## src/design/ssx_defines.vh

```
// Shared constants of the clocked synchronous serial unit
`ifndef SSX_DEFINES_VH
`define SSX_DEFINES_VH

// ==========================================================
// Character format
// ==========================================================
`define SSX_CHAR_BITS 8
`define SSX_LAST_BIT 3'h7
`define SSX_CNT_W 3

// ==========================================================
// Flag positions on the status read, clear and arm vectors
// ==========================================================
`define SSX_FLAG_W 6
`define SSX_F_TX_DONE 0
`define SSX_F_PARITY 1
`define SSX_F_FRAMING 2
`define SSX_F_OVERRUN 3
`define SSX_F_RX_FULL 4
`define SSX_F_TX_EMPTY 5

// ==========================================================
// Reset values
// ==========================================================
`define SSX_RST_TX_EMPTY 1'h1
`define SSX_RST_TX_DONE 1'h1
`define SSX_RST_FLAG 1'h0
`define SSX_RST_DATA 8'h00
`define SSX_RST_SCK 1'h1
`define SSX_RST_TXD 1'h1
`define SSX_RST_LINE 1'h1

// ==========================================================
// Divider
// ==========================================================
`define SSX_DIV_W 8
`define SSX_RST_DIV 8'h00

`endif

```

## src/design/ssx_rate_gen_fix.v

```verilog
// Holds no logic; the bit rate divider lives in ssx_rate_gen.v

```

## src/design/ssx_pin_sync.v

```verilog
// Three-stage pin synchroniser with agreement filter and edge pulses
`timescale 1ns/10ps
module ssx_pin_sync #(
  parameter RESET_LEVEL = 1'b1
) (
  input wire clk,
  input wire reset,
  input wire pin_in,
  output reg level_q,
  output reg rise_q,
  output reg fall_q
);

  reg stage1_q;
  reg stage2_q;
  reg stage3_q;

  // ==========================================================
  // Synchroniser chain
  // ==========================================================
  // First stage feeds only the second one
  always @(posedge clk or posedge reset) begin
    if (reset) begin
      stage1_q <= RESET_LEVEL;
      stage2_q <= RESET_LEVEL;
      stage3_q <= RESET_LEVEL;
    end else begin
      stage1_q <= pin_in;
      stage2_q <= stage1_q;
      stage3_q <= stage2_q;
    end
  end

  // A change counts once stages two and three agree
  always @(posedge clk or posedge reset) begin
    if (reset) begin
      level_q <= RESET_LEVEL;
      rise_q <= 1'b0;
      fall_q <= 1'b0;
    end else begin
      rise_q <= 1'b0;
      fall_q <= 1'b0;
      if ((stage2_q == stage3_q) && (stage2_q != level_q)) begin
        level_q <= stage2_q;
        rise_q <= stage2_q;
        fall_q <= ~stage2_q;
      end
    end
  end

endmodule // ssx_pin_sync

```

## src/design/ssx_rate_gen.v

```verilog
// Bit rate divider giving one enable pulse per serial half period
`timescale 1ns/10ps
`include "ssx_defines.vh"
module ssx_rate_gen #(
  parameter DIV_W = `SSX_DIV_W
) (
  input wire clk,
  input wire reset,
  input wire run,
  input wire [DIV_W-1:0] divisor,
  output reg tick_q
);

  reg [DIV_W-1:0] count_q;

  // ==========================================================
  // Divider
  // ==========================================================
  // Pulse every divisor+1 cycles; held at zero while stopped so
  // the first half period after a start is always full length
  always @(posedge clk or posedge reset) begin
    if (reset) begin
      count_q <= {DIV_W{1'b0}};
      tick_q <= 1'b0;
    end else if (!run) begin
      count_q <= {DIV_W{1'b0}};
      tick_q <= 1'b0;
    end else if (count_q >= divisor) begin
      count_q <= {DIV_W{1'b0}};
      tick_q <= 1'b1;
    end else begin
      count_q <= count_q + {{(DIV_W-1){1'b0}}, 1'b1};
      tick_q <= 1'b0;
    end
  end

endmodule // ssx_rate_gen

```

## src/design/ssx_sync_serial.v

```verilog
// Clocked synchronous transmitter and receiver of the serial unit
`timescale 1ns/10ps
`include "ssx_defines.vh"

// Notes on behaviour
// - One shared clock, independent double-buffered directions
// - Drive each bit falling edge to falling
// - LSB first; line holds last bit after
// - Exactly eight data bits, no extras
// - Clock source picked by mode, select bits
// - Internal clock: eight pulses, idle high
// - External clock: shift on incoming edges
// - Empty cleared: load shifter, set empty
// - At bit 7 chain or end
// - Tx disable resets; rx disable keeps flags
// - Pins used only with selection and enable; external sck input ignores sck_pin_sel
// - Parity/framing flag blocks all transfers
// - Receiver synchronises and resets at start
// - Eight bits to holding if full clear
// - Error flag set: no new full flag
// - Full and overrun raise receive interrupts
// - DMA accesses clear empty and full flags
// - Overrun when full; holding keeps old data
// - No transmit start while error set
// - Only empty and full requests start DMA
module ssx_sync_serial #(
  parameter DIV_W = `SSX_DIV_W
) (
  input wire clk,
  input wire reset,
  // Configuration
  input wire sync_mode,
  input wire clk_src_sel_hi,
  input wire clk_src_sel_lo,
  input wire [DIV_W-1:0] bit_rate_divisor,
  input wire tx_enable,
  input wire rx_enable,
  input wire tx_empty_irq_en,
  input wire rx_irq_en,
  input wire tx_done_irq_en,
  input wire tx_pin_sel,
  input wire rx_pin_sel,
  input wire sck_pin_sel,
  // Software and DMA access
  input wire tx_wr,
  input wire dma_tx_wr,
  input wire [7:0] tx_wdata,
  input wire dma_rx_rd,
  input wire flag_rd,
  input wire flag_wr,
  input wire [`SSX_FLAG_W-1:0] flag_wdata,
  input wire parity_err_set,
  input wire framing_err_set,
  // Status
  output reg [7:0] rx_holding_reg,
  output reg tx_empty_flag,
  output reg tx_done_flag,
  output reg rx_full_flag,
  output reg overrun_flag,
  output reg framing_flag,
  output reg parity_flag,
  output reg tx_empty_irq,
  output reg rx_full_irq,
  output reg rx_error_irq,
  output reg tx_done_irq,
  output reg dma_tx_req,
  output reg dma_rx_req,
  // Pins
  input wire sck_i,
  output reg sck_o,
  output reg sck_oe,
  input wire rxd_i,
  output reg txd_o,
  output reg txd_oe
);

  // ==========================================================
  // Declarations
  // ==========================================================
  reg [7:0] tx_holding_reg, tx_shifter;
  reg [`SSX_CNT_W-1:0] tx_cnt_q;
  reg tx_busy_q, tx_last_q;
  reg [7:0] rx_shifter;
  reg [`SSX_CNT_W-1:0] rx_cnt_q, pulse_cnt_q;
  reg [`SSX_FLAG_W-1:0] armed_q;
  wire [`SSX_FLAG_W-1:0] flags, sw_clear;
  wire sck_level, sck_rise, sck_fall, rxd_level, tick;
  wire use_int, use_ext, err_any, tx_active, rx_active;
  wire rx_solo_want, gen_want, fall_ev, rise_ev;
  wire tx_start, tx_chain, tx_end, rx_done;

  // ==========================================================
  // Clock source and gating
  // ==========================================================
  // Sync mode with high select clear means internal clock
  // clock source select
  assign use_int = sync_mode & ~clk_src_sel_hi;
  assign use_ext = sync_mode & clk_src_sel_hi;
  // Low select bit only matters in the asynchronous mode
  // errors block both
  assign err_any = overrun_flag | framing_flag | parity_flag;
  assign tx_active = sync_mode & tx_enable & tx_pin_sel;
  assign rx_active = sync_mode & rx_enable & rx_pin_sel & ~err_any;
  // Receive-only runs the clock only while a character can land
  assign rx_solo_want = rx_active & ~tx_active & ~rx_full_flag;
  assign gen_want = (pulse_cnt_q != 3'h0) | tx_busy_q | rx_solo_want;

  ssx_pin_sync #(
    .RESET_LEVEL(`SSX_RST_LINE)
  ) u_sck_sync (
    .clk(clk),
    .reset(reset),
    .pin_in(sck_i),
    .level_q(sck_level),
    .rise_q(sck_rise),
    .fall_q(sck_fall)
  );

  ssx_pin_sync #(
    .RESET_LEVEL(`SSX_RST_LINE)
  ) u_rxd_sync (
    .clk(clk),
    .reset(reset),
    .pin_in(rxd_i),
    .level_q(rxd_level),
    .rise_q(),
    .fall_q()
  );

  ssx_rate_gen #(
    .DIV_W(DIV_W)
  ) u_rate (
    .clk(clk),
    .reset(reset),
    .run(use_int),
    .divisor(bit_rate_divisor),
    .tick_q(tick)
  );

  assign fall_ev = use_int ? (tick & sck_o & gen_want) : (use_ext & sck_fall);
  assign rise_ev = use_int ? (tick & ~sck_o) : (use_ext & sck_rise);

  // ==========================================================
  // Internal serial clock generator
  // ==========================================================
  // eight pulses then high
  always @(posedge clk or posedge reset) begin
    if (reset) begin
      sck_o <= `SSX_RST_SCK;
      pulse_cnt_q <= 3'h0;
    end else if (!use_int) begin
      sck_o <= `SSX_RST_SCK;
      pulse_cnt_q <= 3'h0;
    end else if (fall_ev) begin
      sck_o <= 1'b0;
    end else if (rise_ev) begin
      sck_o <= 1'b1;
      pulse_cnt_q <= pulse_cnt_q + 3'h1;
    end
  end

  // ==========================================================
  // Transmitter
  // ==========================================================
  // load when empty clears
  assign tx_start = tx_active & ~tx_busy_q & ~tx_empty_flag & ~err_any;
  assign tx_chain = fall_ev & tx_busy_q & (tx_cnt_q == `SSX_LAST_BIT) &
                    ~tx_empty_flag & ~err_any;
  assign tx_end = fall_ev & tx_busy_q & (tx_cnt_q == `SSX_LAST_BIT) & ~tx_chain;

  // Holding register; a write while not empty overwrites old data
  always @(posedge clk or posedge reset) begin
    if (reset) begin
      tx_holding_reg <= `SSX_RST_DATA;
    end else if (tx_wr | dma_tx_wr) begin
      tx_holding_reg <= tx_wdata;
    end
  end

  always @(posedge clk or posedge reset) begin
    if (reset) begin
      tx_shifter <= `SSX_RST_DATA;
      tx_cnt_q <= 3'h0;
      tx_busy_q <= 1'b0;
      tx_last_q <= 1'b0;
      txd_o <= `SSX_RST_TXD;
    end else if (!tx_active) begin
      tx_shifter <= `SSX_RST_DATA;
      tx_cnt_q <= 3'h0;
      tx_busy_q <= 1'b0;
      tx_last_q <= 1'b0;
    end else if (tx_start) begin
      tx_shifter <= tx_holding_reg;
      tx_cnt_q <= 3'h0;
      tx_busy_q <= 1'b1;
      tx_last_q <= 1'b0;
    end else begin
      if (fall_ev && tx_busy_q && !tx_last_q) begin
        txd_o <= tx_shifter[tx_cnt_q];
        tx_cnt_q <= tx_cnt_q + 3'h1;
        if (tx_chain) begin
          tx_shifter <= tx_holding_reg;
        end
        if (tx_end) begin
          tx_last_q <= 1'b1;
        end
      end
      if (rise_ev && tx_last_q) begin
        tx_busy_q <= 1'b0;
        tx_last_q <= 1'b0;
      end
    end
  end

  // ==========================================================
  // Receiver
  // ==========================================================
  // eight bits per character
  assign rx_done = rise_ev & rx_active & (rx_cnt_q == `SSX_LAST_BIT);

  always @(posedge clk or posedge reset) begin
    if (reset) begin
      rx_shifter <= `SSX_RST_DATA;
      rx_cnt_q <= 3'h0;
    end else if (!rx_active) begin
      rx_cnt_q <= 3'h0;
    end else if (rise_ev) begin
      rx_shifter <= {rxd_level, rx_shifter[7:1]};
      rx_cnt_q <= rx_cnt_q + 3'h1;
    end
  end

  always @(posedge clk or posedge reset) begin
    if (reset) begin
      rx_holding_reg <= `SSX_RST_DATA;
    end else if (rx_done && !rx_full_flag) begin
      rx_holding_reg <= {rxd_level, rx_shifter[7:1]};
    end
  end

  // ==========================================================
  // Flags
  // ==========================================================
  assign flags[`SSX_F_TX_DONE] = tx_done_flag;
  assign flags[`SSX_F_PARITY] = parity_flag;
  assign flags[`SSX_F_FRAMING] = framing_flag;
  assign flags[`SSX_F_OVERRUN] = overrun_flag;
  assign flags[`SSX_F_RX_FULL] = rx_full_flag;
  assign flags[`SSX_F_TX_EMPTY] = tx_empty_flag;

  assign sw_clear = {`SSX_FLAG_W{flag_wr}} & ~flag_wdata & armed_q;

  // Reading a flag as one arms its clear; any write disarms
  always @(posedge clk or posedge reset) begin
    if (reset) begin
      armed_q <= {`SSX_FLAG_W{1'b0}};
    end else if (flag_wr) begin
      armed_q <= {`SSX_FLAG_W{1'b0}};
    end else if (flag_rd) begin
      armed_q <= armed_q | flags;
    end
  end

  // Set always wins over a clear arriving in the same cycle
  always @(posedge clk or posedge reset) begin
    if (reset) begin
      tx_empty_flag <= `SSX_RST_TX_EMPTY;
      tx_done_flag <= `SSX_RST_TX_DONE;
      rx_full_flag <= `SSX_RST_FLAG;
      overrun_flag <= `SSX_RST_FLAG;
      framing_flag <= `SSX_RST_FLAG;
      parity_flag <= `SSX_RST_FLAG;
    end else begin
      if (tx_start || tx_chain || !tx_active) begin
        tx_empty_flag <= 1'b1;
      end else if (sw_clear[`SSX_F_TX_EMPTY] || dma_tx_wr) begin
        tx_empty_flag <= 1'b0;
      end
      if (tx_end) begin
        tx_done_flag <= 1'b1;
      end else if (sw_clear[`SSX_F_TX_DONE] || tx_start) begin
        tx_done_flag <= 1'b0;
      end
      if (rx_done && !rx_full_flag) begin
        rx_full_flag <= 1'b1;
      end else if (sw_clear[`SSX_F_RX_FULL] || dma_rx_rd) begin
        rx_full_flag <= 1'b0;
      end
      if (rx_done && rx_full_flag) begin
        overrun_flag <= 1'b1;
      end else if (sw_clear[`SSX_F_OVERRUN]) begin
        overrun_flag <= 1'b0;
      end
      if (framing_err_set) begin
        framing_flag <= 1'b1;
      end else if (sw_clear[`SSX_F_FRAMING]) begin
        framing_flag <= 1'b0;
      end
      if (parity_err_set) begin
        parity_flag <= 1'b1;
      end else if (sw_clear[`SSX_F_PARITY]) begin
        parity_flag <= 1'b0;
      end
    end
  end

  // ==========================================================
  // Requests and pin enables
  // ==========================================================
  // Registered one cycle behind the flags so all outputs are flops
  always @(posedge clk or posedge reset) begin
    if (reset) begin
      tx_empty_irq <= 1'b0;
      rx_full_irq <= 1'b0;
      rx_error_irq <= 1'b0;
      tx_done_irq <= 1'b0;
      dma_tx_req <= 1'b0;
      dma_rx_req <= 1'b0;
      txd_oe <= 1'b0;
      sck_oe <= 1'b0;
    end else begin
      rx_full_irq <= rx_irq_en & rx_full_flag;
      rx_error_irq <= rx_irq_en & err_any;
      tx_empty_irq <= tx_empty_irq_en & tx_empty_flag & tx_active;
      tx_done_irq <= tx_done_irq_en & tx_done_flag & tx_active;
      dma_tx_req <= tx_empty_flag & tx_active;
      dma_rx_req <= rx_full_flag & rx_enable;
      txd_oe <= tx_active;
      sck_oe <= use_int & sck_pin_sel & (tx_enable | rx_enable);
    end
  end

endmodule // ssx_sync_serial

```

## config.mk

```make
export PLATFORM = sky130hd
export DESIGN_NAME = ssx_sync_serial
export DESIGN_NICKNAME = d
export VERILOG_FILES = /design/src/design/ssx_rate_gen_fix.v /design/src/design/ssx_pin_sync.v /design/src/design/ssx_rate_gen.v /design/src/design/ssx_sync_serial.v
export VERILOG_INCLUDE_DIRS = /design/src /design/src/design
export SDC_FILE = /design/constraint.sdc
export NUM_CORES = 1
export LEC_CHECK = 0
export BUFFER_PORTS_ARGS = -buffer_cell sky130_fd_sc_hd__buf_2
export CORE_ASPECT_RATIO = 0.9
export CORE_MARGIN = 2
export CORE_UTILIZATION = 30
export DETAILED_ROUTE_END_ITERATION = 7
export PLACE_DENSITY = 0.49
export RECOVER_POWER = 25
export REMOVE_ABC_BUFFERS = 1
export SYNTH_ARGS = -nofsm -noshare
export SYNTH_HDL_FRONTEND = slang
export SYNTH_SLANG_ARGS = --single-unit
```

## constraint.sdc

```tcl
create_clock -name clk -period 5.3 [get_ports clk]
set_clock_uncertainty 0.05 [all_clocks]
set_input_delay 0 -clock clk [delete_from_list [all_inputs] [get_ports clk]]
set_output_delay 0 -clock clk [all_outputs]
set_load 0.01 [all_outputs]
```

# After elaboration in Yosys (flattened, before gate mapping)
# Index checks and enable logic that the tools add are counted.
[totals] rom_bits=0 ramBits=0 memories=0 latch_bits=0 out_inout_bits=24 register_bits=84 inputBits=44
[op_classes] n_shift=0 n_mux=47 div=0 n_addsub=4 magnitude_cmp=2 bitwise_logic=54 multipliers=0 reduce_logical=28 eq_ne=15
[op_table] cell="two-way mux 8 bit" n=6
[op_table] cell="AND 1 bit" n=34
[op_table] cell="two-way mux 1 bit" n=30
[op_table] cell="two-way mux 3 bit" n=8
[op_table] cell="nonzero test 2 bit" n=7
[op_table] cell="AND 6 bit" n=2
[op_table] cell="two-way mux 6 bit" n=2
[op_table] cell="NOT 1 bit" n=10
[op_table] cell="adder 3 x 1 -> 3 bit, second input constant" n=3
[op_table] cell="!= test 3 x 1 -> 1 bit, second input constant" n=3
[op_table] cell="adder 8 x 1 -> 8 bit, second input constant" n=1
[op_table] cell=">= comparator 8 bit" n=1
[op_table] cell="!= test 4 x 1 -> 1 bit, second input constant" n=2
[op_table] cell="AND reduction 2 bit" n=4
[op_table] cell="logical AND 1 bit" n=7
[op_table] cell="equality test 3 bit, second input constant" n=2
[op_table] cell="NOT 6 bit" n=1
[op_table] cell="OR 1 bit" n=6
[op_table] cell="OR 6 bit" n=1
[op_table] cell="logical OR 1 bit" n=5
[op_table] cell="< comparator 3 x 4 -> 1 bit, second input constant" n=1
[op_table] cell="!= test 2 bit, second input constant" n=2
[op_table] cell="binary-select mux 1 bit (select 3 bit)" n=1
[op_table] cell="logical NOT 1 bit" n=3
[op_table] cell="6 further kinds" n=8

# Longest topological paths before layout
# Gate-level depths: netlist of run 1.
[depth] depth_word=20 ltp_mapped=6 depth_no_buf=6

# Cells and area by module
# From an unflattened synthesis of run 1, not the netlist that was laid out.
[unflattened] hier_cells=311 hier_area_um2=3728.6
[by_module_without_submodules] mod="ssx_sync_serial" area_each_um2=2752.6 n_inst=1 cells_per_inst=231 seq_area_each_um2=1606.5
[by_module_without_submodules] mod="ssx_rate_gen" area_each_um2=600.6 n_inst=1 cells_per_inst=60 seq_area_each_um2=225.2
[by_module_without_submodules] mod="ssx_pin_sync" area_each_um2=187.7 n_inst=2 cells_per_inst=10 seq_area_each_um2=155.1

# Worst setup path after synthesis of run 1
# OpenSTA, ideal clock, no wires.
[synth_timing] kind="reg2reg" start="register framing_flag" end="register rx_holding_reg[0]" path_slack_ns=3.374 t_required_ns=5.125 stages_incl_launch_ff=5 n_path_buf=0 arrival_ns=1.751 setup_time_ns=0.125 synth_period_minus_slack_ns=1.926 path_cell_list="dfrtp_1 > nor3_2 > o2111ai_4 > nor3b_4 > mux2_2"
[synth_between] elab_chain_cells=7
[synth_lines] element="from (decl)" line_no="ssx_sync_serial.v:60" source="output reg framing_flag,"
[synth_lines] element="from (signal assigned)" line_no="ssx_sync_serial.v:271" source="framing_flag <= `SSX_RST_FLAG;"
[synth_lines] element="OR 1 bit (2 in series)" line_no="ssx_sync_serial.v:101" source="assign err_any = overrun_flag | framing_flag | parity_flag;"
[synth_lines] element="NOT 1 bit" line_no="ssx_sync_serial.v:103" source="assign rx_active = sync_mode & rx_enable & rx_pin_sel & ~err_any;"
[synth_lines] element="AND 1 bit" line_no="ssx_sync_serial.v:103"
[synth_lines] element="AND 1 bit (2 in series)" line_no="ssx_sync_serial.v:219" source="assign rx_done = rise_ev & rx_active & (rx_cnt_q == `SSX_LAST_BIT);"
[synth_lines] element="logical AND 1 bit" line_no="ssx_sync_serial.v:236" source="end else if (rx_done && !rx_full_flag) begin"
[synth_lines] element="to (signal assigned)" line_no="ssx_sync_serial.v:235" source="rx_holding_reg <= `SSX_RST_DATA;"
[synth_lines] element="to (signal assigned)" line_no="ssx_sync_serial.v:237" source="rx_holding_reg <= {rxd_level, rx_shifter[7:1]};"
[synth_lines] element="to (decl)" line_no="ssx_sync_serial.v:55" source="output reg [7:0] rx_holding_reg,"
# No other way between the ends.
# A chain may end at the register's enable or synchronous reset.

# Final worst setup path of run 1
[layout_timing] start="register framing_flag" end="register rx_full_flag"
[layout_between] elab_chain_cells=8
[layout_lines] element="OR 1 bit * (2 in series)" line_no="ssx_sync_serial.v:101"
[layout_lines] element="NOT 1 bit *" line_no="ssx_sync_serial.v:103"
[layout_lines] element="AND 1 bit *" line_no="ssx_sync_serial.v:103"
[layout_lines] element="AND 1 bit * (2 in series)" line_no="ssx_sync_serial.v:219"
[layout_lines] element="logical AND 1 bit *" line_no="ssx_sync_serial.v:284" source="if (rx_done && !rx_full_flag) begin"
[layout_lines] element="two-way mux 1 bit / nonzero test 2 bit (equally long branches)"
[layout_lines] element="to (signal assigned)" line_no="ssx_sync_serial.v:269" source="rx_full_flag <= `SSX_RST_FLAG;"
[layout_lines] element="to (decl)" line_no="ssx_sync_serial.v:58" source="output reg rx_full_flag,"
# Every way passes the cells marked *; elsewhere a longest branch is shown, timed or not.

==> metrics.yaml, run 1 <==
fmax_mhz: 386.0
cts_tree: "yes"
grt_pass1_vias: 2675
fin_area_um2: 4742
grt_pass1_wl_mm: 13.21
drtIter0Drc: 84
p_int_mw: 1.020
fp.coreArea_um2: 11980
postLayoutCoreUtil: 0.3958
finalHoldViolCount: 0
min_period_over_period: 0.4888
seq_area_frac_synth: 0.5697
start_kind: "flip-flop"
cts_buffers: 9
syn_area_um2: 3672
htreeDepth: 3
num-nets-final: 463
die-height_um: 109.0
clockRootBuffer: "clkbuf_16"
cp-end-kind: "flip-flop"
cp-startpoint: "framing_flag$_DFFE_PP0P_"
status: "finished clean"
net-switching-power_mw: 0.3352
remaining_drc_errors: 0
crit_fanout: 9
dieArea_um2: 13140
critPathKind: "reg2reg"
ff2ff_setup_slack_ps: 2710
leakage_nw: 2.144
vias: 2606
via_per_inst: 4.580
wirelength_mm: 7.794
slew_headroom: 0.2897
diodes: 0
cp.arrival_ps: 2830
num_rows: 38
synth_edf_count: 0
setup_viol: 0
power.density_nw_per_um2: 285.9
grt_antenna_before_repair: 0
clockPowerShare: 0.454
crit_chain: "nor3_2, o2111ai_4, nor3b_4, a31o_2, dlygate4sd3_1"
tns_ps: 0
synthCells: 303
die_x_um: 120.6
ys_types: 47
grt_max_degree: 84
setup.worst_path.end: "rx_full_flag$_DFFE_PP0P_"
critPathSlowestCell: "nor3b_4"
place_area_um2: 4187
syn_area_per_cell_um2: 12.12
clk_pin_slew_worst_paths_ps: 70
drtPass1Iterations: 3
switching_share: 0.2473
routabilityCongestion: 0.7201
r2r_end: "rx_full_flag$_DFFE_PP0P_"
cts.sink_count: 83
numPortBuffers: 66
grt_remaining_overflow: 0
drive_above_1_share: 0.2518
reg2reg_from: "framing_flag$_DFFE_PP0P_"
rsz0062_at_grt: "false"
worst_hold_slack_ps: 27.24
hpwl_mm: 5.322
clock_latency_ps: 350
min_period_ps: 2591
cap_viol_max_count: 0
worstPathRequired_ps: 5540
start_util: 0.3065
drv_slew: 0
ios: 68
irDropWorstVdd_mv: 0.2051
pwr-share-seq: 0.486
syn_to_final_growth_pct: 29.13
wire_per_inst_um: 13.70
ctsResizeCount: 0
critPathMaxStageDelay_ps: 580
power_mw: 1.356
synth_flop_cell: "dfrtp_1"
ys_ff_latch: 83
hp-class: "in2reg"
tightest_slew_ps: 1065
grt_usage: 0.1313
clockBufferDepth: 2
antenna_left: 0
reg2reg_depth: 5
pwr-share-comb: 0.059
synth_warnings: 0
async_reset_ff_frac: 1.000
==> synth_stat cells, types with 2 or more instances <==
cell type,instances,share of area
dfrtp_1,71,0.48
nor2_1,29,0.030
mux2_2,23,0.071
o21ai_0,18,0.025
nand3_1,17,0.023
ha_1,15,0.051
inv_1,15,0.015
dfstp_2,12,0.086
nand2_1,9,0.0092
a21boi_0,8,0.016
a21oi_1,7,0.0095
and2_1,7,0.012
xor2_1,7,0.017
and3_1,6,0.010
nand2b_1,6,0.010
mux2i_1,5,0.014
clkbuf_1,4,0.0041
a22oi_1,3,0.0061
nor2b_1,3,0.0051
xnor2_1,3,0.0072
a211o_1,2,0.0048
a211oi_2,2,0.0068
a31oi_1,2,0.0034
buf_2,2,0.0027
maj3_1,2,0.0055
mux4_2,2,0.012
nor3b_4,2,0.010
o211ai_1,2,0.0041
==> worst max-delay path, delay by kind of cell, from the launching register on <==
family,cells,cell delay [ps]
simple gates,2,1000
buf+inv,1,540
compound gates,2,510
flops,1,450
==> logic make-up after synthesis <==
logic type | count (synthesis) | share of synthesized area
xor+xnor | 10 | 0.02385
compound gates | 55 | 0.1043
flops | 83 | 0.5697
simple gates | 87 | 0.1271
buf+inv | 21 | 0.02214
mux | 30 | 0.09642
fa+ha+maj | 17 | 0.05656
==> worst min path at each step <==
stage | from | end | slack (ps) | cells after the start
global route | dma_tx_wr | tx_empty_flag$_DFFE_PP1P_ | 50 | 5
CTS | dma_tx_wr | tx_empty_flag$_DFFE_PP1P_ | 20 | 5
finish | dma_tx_wr | tx_empty_flag$_DFFE_PP1P_ | 30 | 5
detailed placement | rxd_i | u_rxd_sync.stage1_q$_DFF_PP1_ | 60 | 1
floorplan | rxd_i | u_rxd_sync.stage1_q$_DFF_PP1_ | -50 | 0
global placement | rxd_i | u_rxd_sync.stage1_q$_DFF_PP1_ | 60 | 1
==> metal layers <==
| metal | global-route usage | vias up | share of wire |
|---|---|---|---|
| met2 | 0.2010 | 50 | 0.45 |
| met1 | 0.1704 | 1280 | 0.48 |
| met5 | 0 | - | 0 |
| met4 | 0.03738 | 0 | 0.012 |
| li1 | - | 1270 | - |
| met3 | 0.05596 | 6 | 0.057 |
==> through the flow <==
step	setup WS, ps	instances
after detailed placement	2935	524
after floorplan	3133	297
after global placement	2970	524
after global routing	2575	569
final	2709	569
after CTS	2669	569
==> what timing repair did <==
item / in CTS / in global routing
hold endpoints to repair: 61 / 0
setup buffers: 0 / 0
hold buffers: 29 / 0
==> cell type report <==
type | instances | area [um2]
clock buffers | 9 | 225.2
well taps | 160 | 200.2
repair buffers | 96 | 604.3
flip-flops and latches | 83 | 2092
multi-input cells | 199 | 1499
clock inverters | 7 | 63.81
fillers | 1227 | 7239
inverters | 15 | 57.56
==> cells in the final DEF (no fill, tap or decap), drive strengths merged, types with 3 or more instances in the layout <==
cell type and n:
a21boi 9, a21oi 7, a22oi 3, and2 7, and3 6, buf 48, clkbuf 28, dfrtp 71
dfstp 12, dlygate4sd3 29, ha 15, inv 19, mux2 23, mux2i 5, nand2 9, nand2b 6
nand3 17, nor2 29, nor2b 3, nor3b 3, o21ai 19, xnor2 3, xor2 7
==> power groups by stage <==
stage	clock, mW	combinational [mW]	sequential, mW
final	0.616	0.0804	0.659
after global routing	0.674	0.0913	0.661
after CTS	0.640	0.0834	0.661
after detailed placement	0	0.0676	0.672
after global placement	0	0.0661	0.672
after floorplan	0	0.0344	0.670
Note: power is estimated with default switching activity, not from simulation.
==> run 2: changes to the inputs <==
clock period = 2.4 ns   (was 5.3 ns; I/O delays follow)
==> metrics.yaml, run 2 (synthesized netlist as in run 1, its figures left out) <==
irDropWorstVdd_mv: 0.3444  # +68%
cts_tree: "yes"
cp.arrival_ps: 2270  # -560 ps
layout_common_cells: "dfrtp_1 (71), buf_2 (52), nor2_1 (29), dlygate4sd3_1 (29), mux2_2 (23)"
critPathMaxStageDelay_ps: 670  # +90 ps
pwr-share-seq: 0.490  # +0.004
worst_hold_slack_ps: 31.70  # +4.458 ps
critPathTopFamily: "simple AND/OR/NAND/NOR gates"
finalHoldViolCount: 0  # unchanged
drtIter0Drc: 57  # -32%
wire_per_inst_um: 13.33  # -2.7%
hp-class: "in2reg"
fp.coreArea_um2: 11980  # unchanged
start_kind: "flip-flop"
cts_buffers: 9  # unchanged
place_inst: 530  # +1.1%
crit_fanout: 14  # +5
clock_latency_ps: 340  # about the same
grt_pass1_wl_mm: 12.61  # -4.5%
vias: 2597  # -0.35%
place_area_um2: 4232  # +1.1%
failed_checks: "capacitance limit, slew limit"
status: "finished with violations"
critPathSlowestCell: "or4_1"
grt_pass1_vias: 2503  # -6.4%
grt_antenna_before_repair: 0  # unchanged
hpwl_mm: 5.473  # +2.8%
tns_ps: 0  # unchanged
p_int_mw: 2.257  # +120%
syn_to_final_growth_pct: 30.94
leakage_nw: 2.204  # +2.8%
htreeDepth: 3  # unchanged
stdcell_count: 577  # +1.4%
routabilityCongestion: 0.7664  # +6.4%
min_period_ps: 2091  # -499.0 ps
switching_share: 0.2410  # -0.006245
cp-end-kind: "flip-flop"
dieArea_um2: 13140  # unchanged
remaining_drc_errors: 0  # unchanged
setup_viol: 0  # unchanged
num_rows: 38  # unchanged
drive_above_1_share: 0.2782  # +0.02634
path_buf_inv: 0  # -1
rsz0062_at_grt: "false"
min_period_over_period: 0.8715  # +0.3827
pwr-share-comb: 0.061  # +0.002
power.density_nw_per_um2: 618.4  # +120%
worstPathRequired_ps: 2580  # -2960 ps
setup_ws_ps: 308.5  # -2401 ps
via_per_inst: 4.501  # -1.7%
clockRootBuffer: "clkbuf_16"
fin_area_um2: 4808  # +1.4%
fmax_mhz: 478.1  # +24%
drtPass1Iterations: 4  # +1
start_util: 0.3065  # unchanged
grt_usage: 0.1248  # -0.006452
numPortBuffers: 66  # unchanged
grt_remaining_overflow: 0  # unchanged
net-switching-power_mw: 0.7166  # +110%
cts.sink_count: 83  # unchanged
antenna_left: 0  # unchanged
die_x_um: 120.6  # unchanged
post-place-ws_ps: 335.1  # -2600 ps
drv_slew: 48  # +48
diodes: 0  # unchanged
num-nets-final: 471  # +1.7%
crit_chain: "or4_1, nand2b_1, nand2_1, o31ai_1"
clockPowerShare: 0.449  # -0.005
grt_max_degree: 48  # -43%
clk_pin_slew_worst_paths_ps: 70  # about the same
clockBufferDepth: 2  # unchanged
postLayoutCoreUtil: 0.4013  # +0.005535
ios: 68  # unchanged
wirelength_mm: 7.692  # -1.3%
slew_headroom: -0.1766  # -0.4664
die-height_um: 109.0  # unchanged
tightest_slew_ps: 1763  # +697.6 ps
critPathKind: "reg2reg"
cap_viol_max_count: 1  # +1
final_common_cell: "dfrtp_1"
power_mw: 2.973  # +120%
==> run 2: cell types whose count changed in the layout (fill, tap and decap cells not counted), sizes merged <==
cell    change
buf        +12
inv         -1
clkinv      +1
clkbuf      -4
==> run 2: worst reg2reg max path: stages (launching register included) <==
cell and delay [ps]:
dfstp_1 430, or4_1 670, nand2b_1 450, nand2_1 290
o31ai_1 100
==> run 2: final cells by class <==
| type | count | area [um2] |
|---|---|---|
| Sequential cell | 83 | 2092 |
| Tap cell | 160 | 200.2 |
| Timing Repair Buffer | 104 | 666.9 |
| Inverter | 15 | 56.30 |
| Fill cell | 1200 | 7173 |
| Clock buffer | 9 | 225.2 |
| Clock inverter | 7 | 68.82 |
| Multi-Input combinational cell | 199 | 1499 |
==> run 2: power by group through the flow <==
stage / logic (mW) / registers, mW / clock network [mW]
2_1_floorplan: 0.0760 / 1.48 / 0
3_3_place_gp: 0.152 / 1.48 / 0
3_5_place_dp: 0.153 / 1.48 / 0
4_1_cts: 0.188 / 1.46 / 1.38
5_1_grt: 0.205 / 1.46 / 1.44
6_report: 0.182 / 1.46 / 1.33
==> run 2: per-layer routing <==
| metal | routed length, um | GRT usage | vias to the layer above |
|---|---|---|---|
| met2 | 3311 | 0.1772 | 54 |
| met4 | 102 | 0.04734 | 0 |
| li1 | - | - | 1298 |
| met1 | 3900 | 0.1795 | 1236 |
| met5 | 0 | 0 | - |
| met3 | 378 | 0.03661 | 9 |
==> run 2: timing repair <==
| action | CTS | global route |
|---|---|---|
| buffers inserted | 0 | 2 |
| hold endpoints to repair | 63 | 0 |
| gates resized for setup | 0 | 0 |
| hold buffers | 29 | 0 |
| endpoints found under the setup margin | 0 | 1 |
==> run 2: worst paths after layout <==
check                                              start                       endpoint  slack [ps]  cells past startpoint
setup reg to reg               tx_empty_flag$_DFFE_PP1P_          tx_last_q$_DFFE_PP0P_         310                      4
max in group asynchronous                          reset              sck_o$_DFFE_PP1P_         480                      4
hold / removal                                 dma_tx_wr      tx_empty_flag$_DFFE_PP1P_          30                      5
hold reg to reg            u_rxd_sync.stage1_q$_DFF_PP1_  u_rxd_sync.stage2_q$_DFF_PP1_         310                      0
min in group asynchronous                          reset  rx_holding_reg[2]$_DFFE_PP0P_         710                      3
setup / recovery               tx_empty_flag$_DFFE_PP1P_          tx_last_q$_DFFE_PP0P_         310                      4
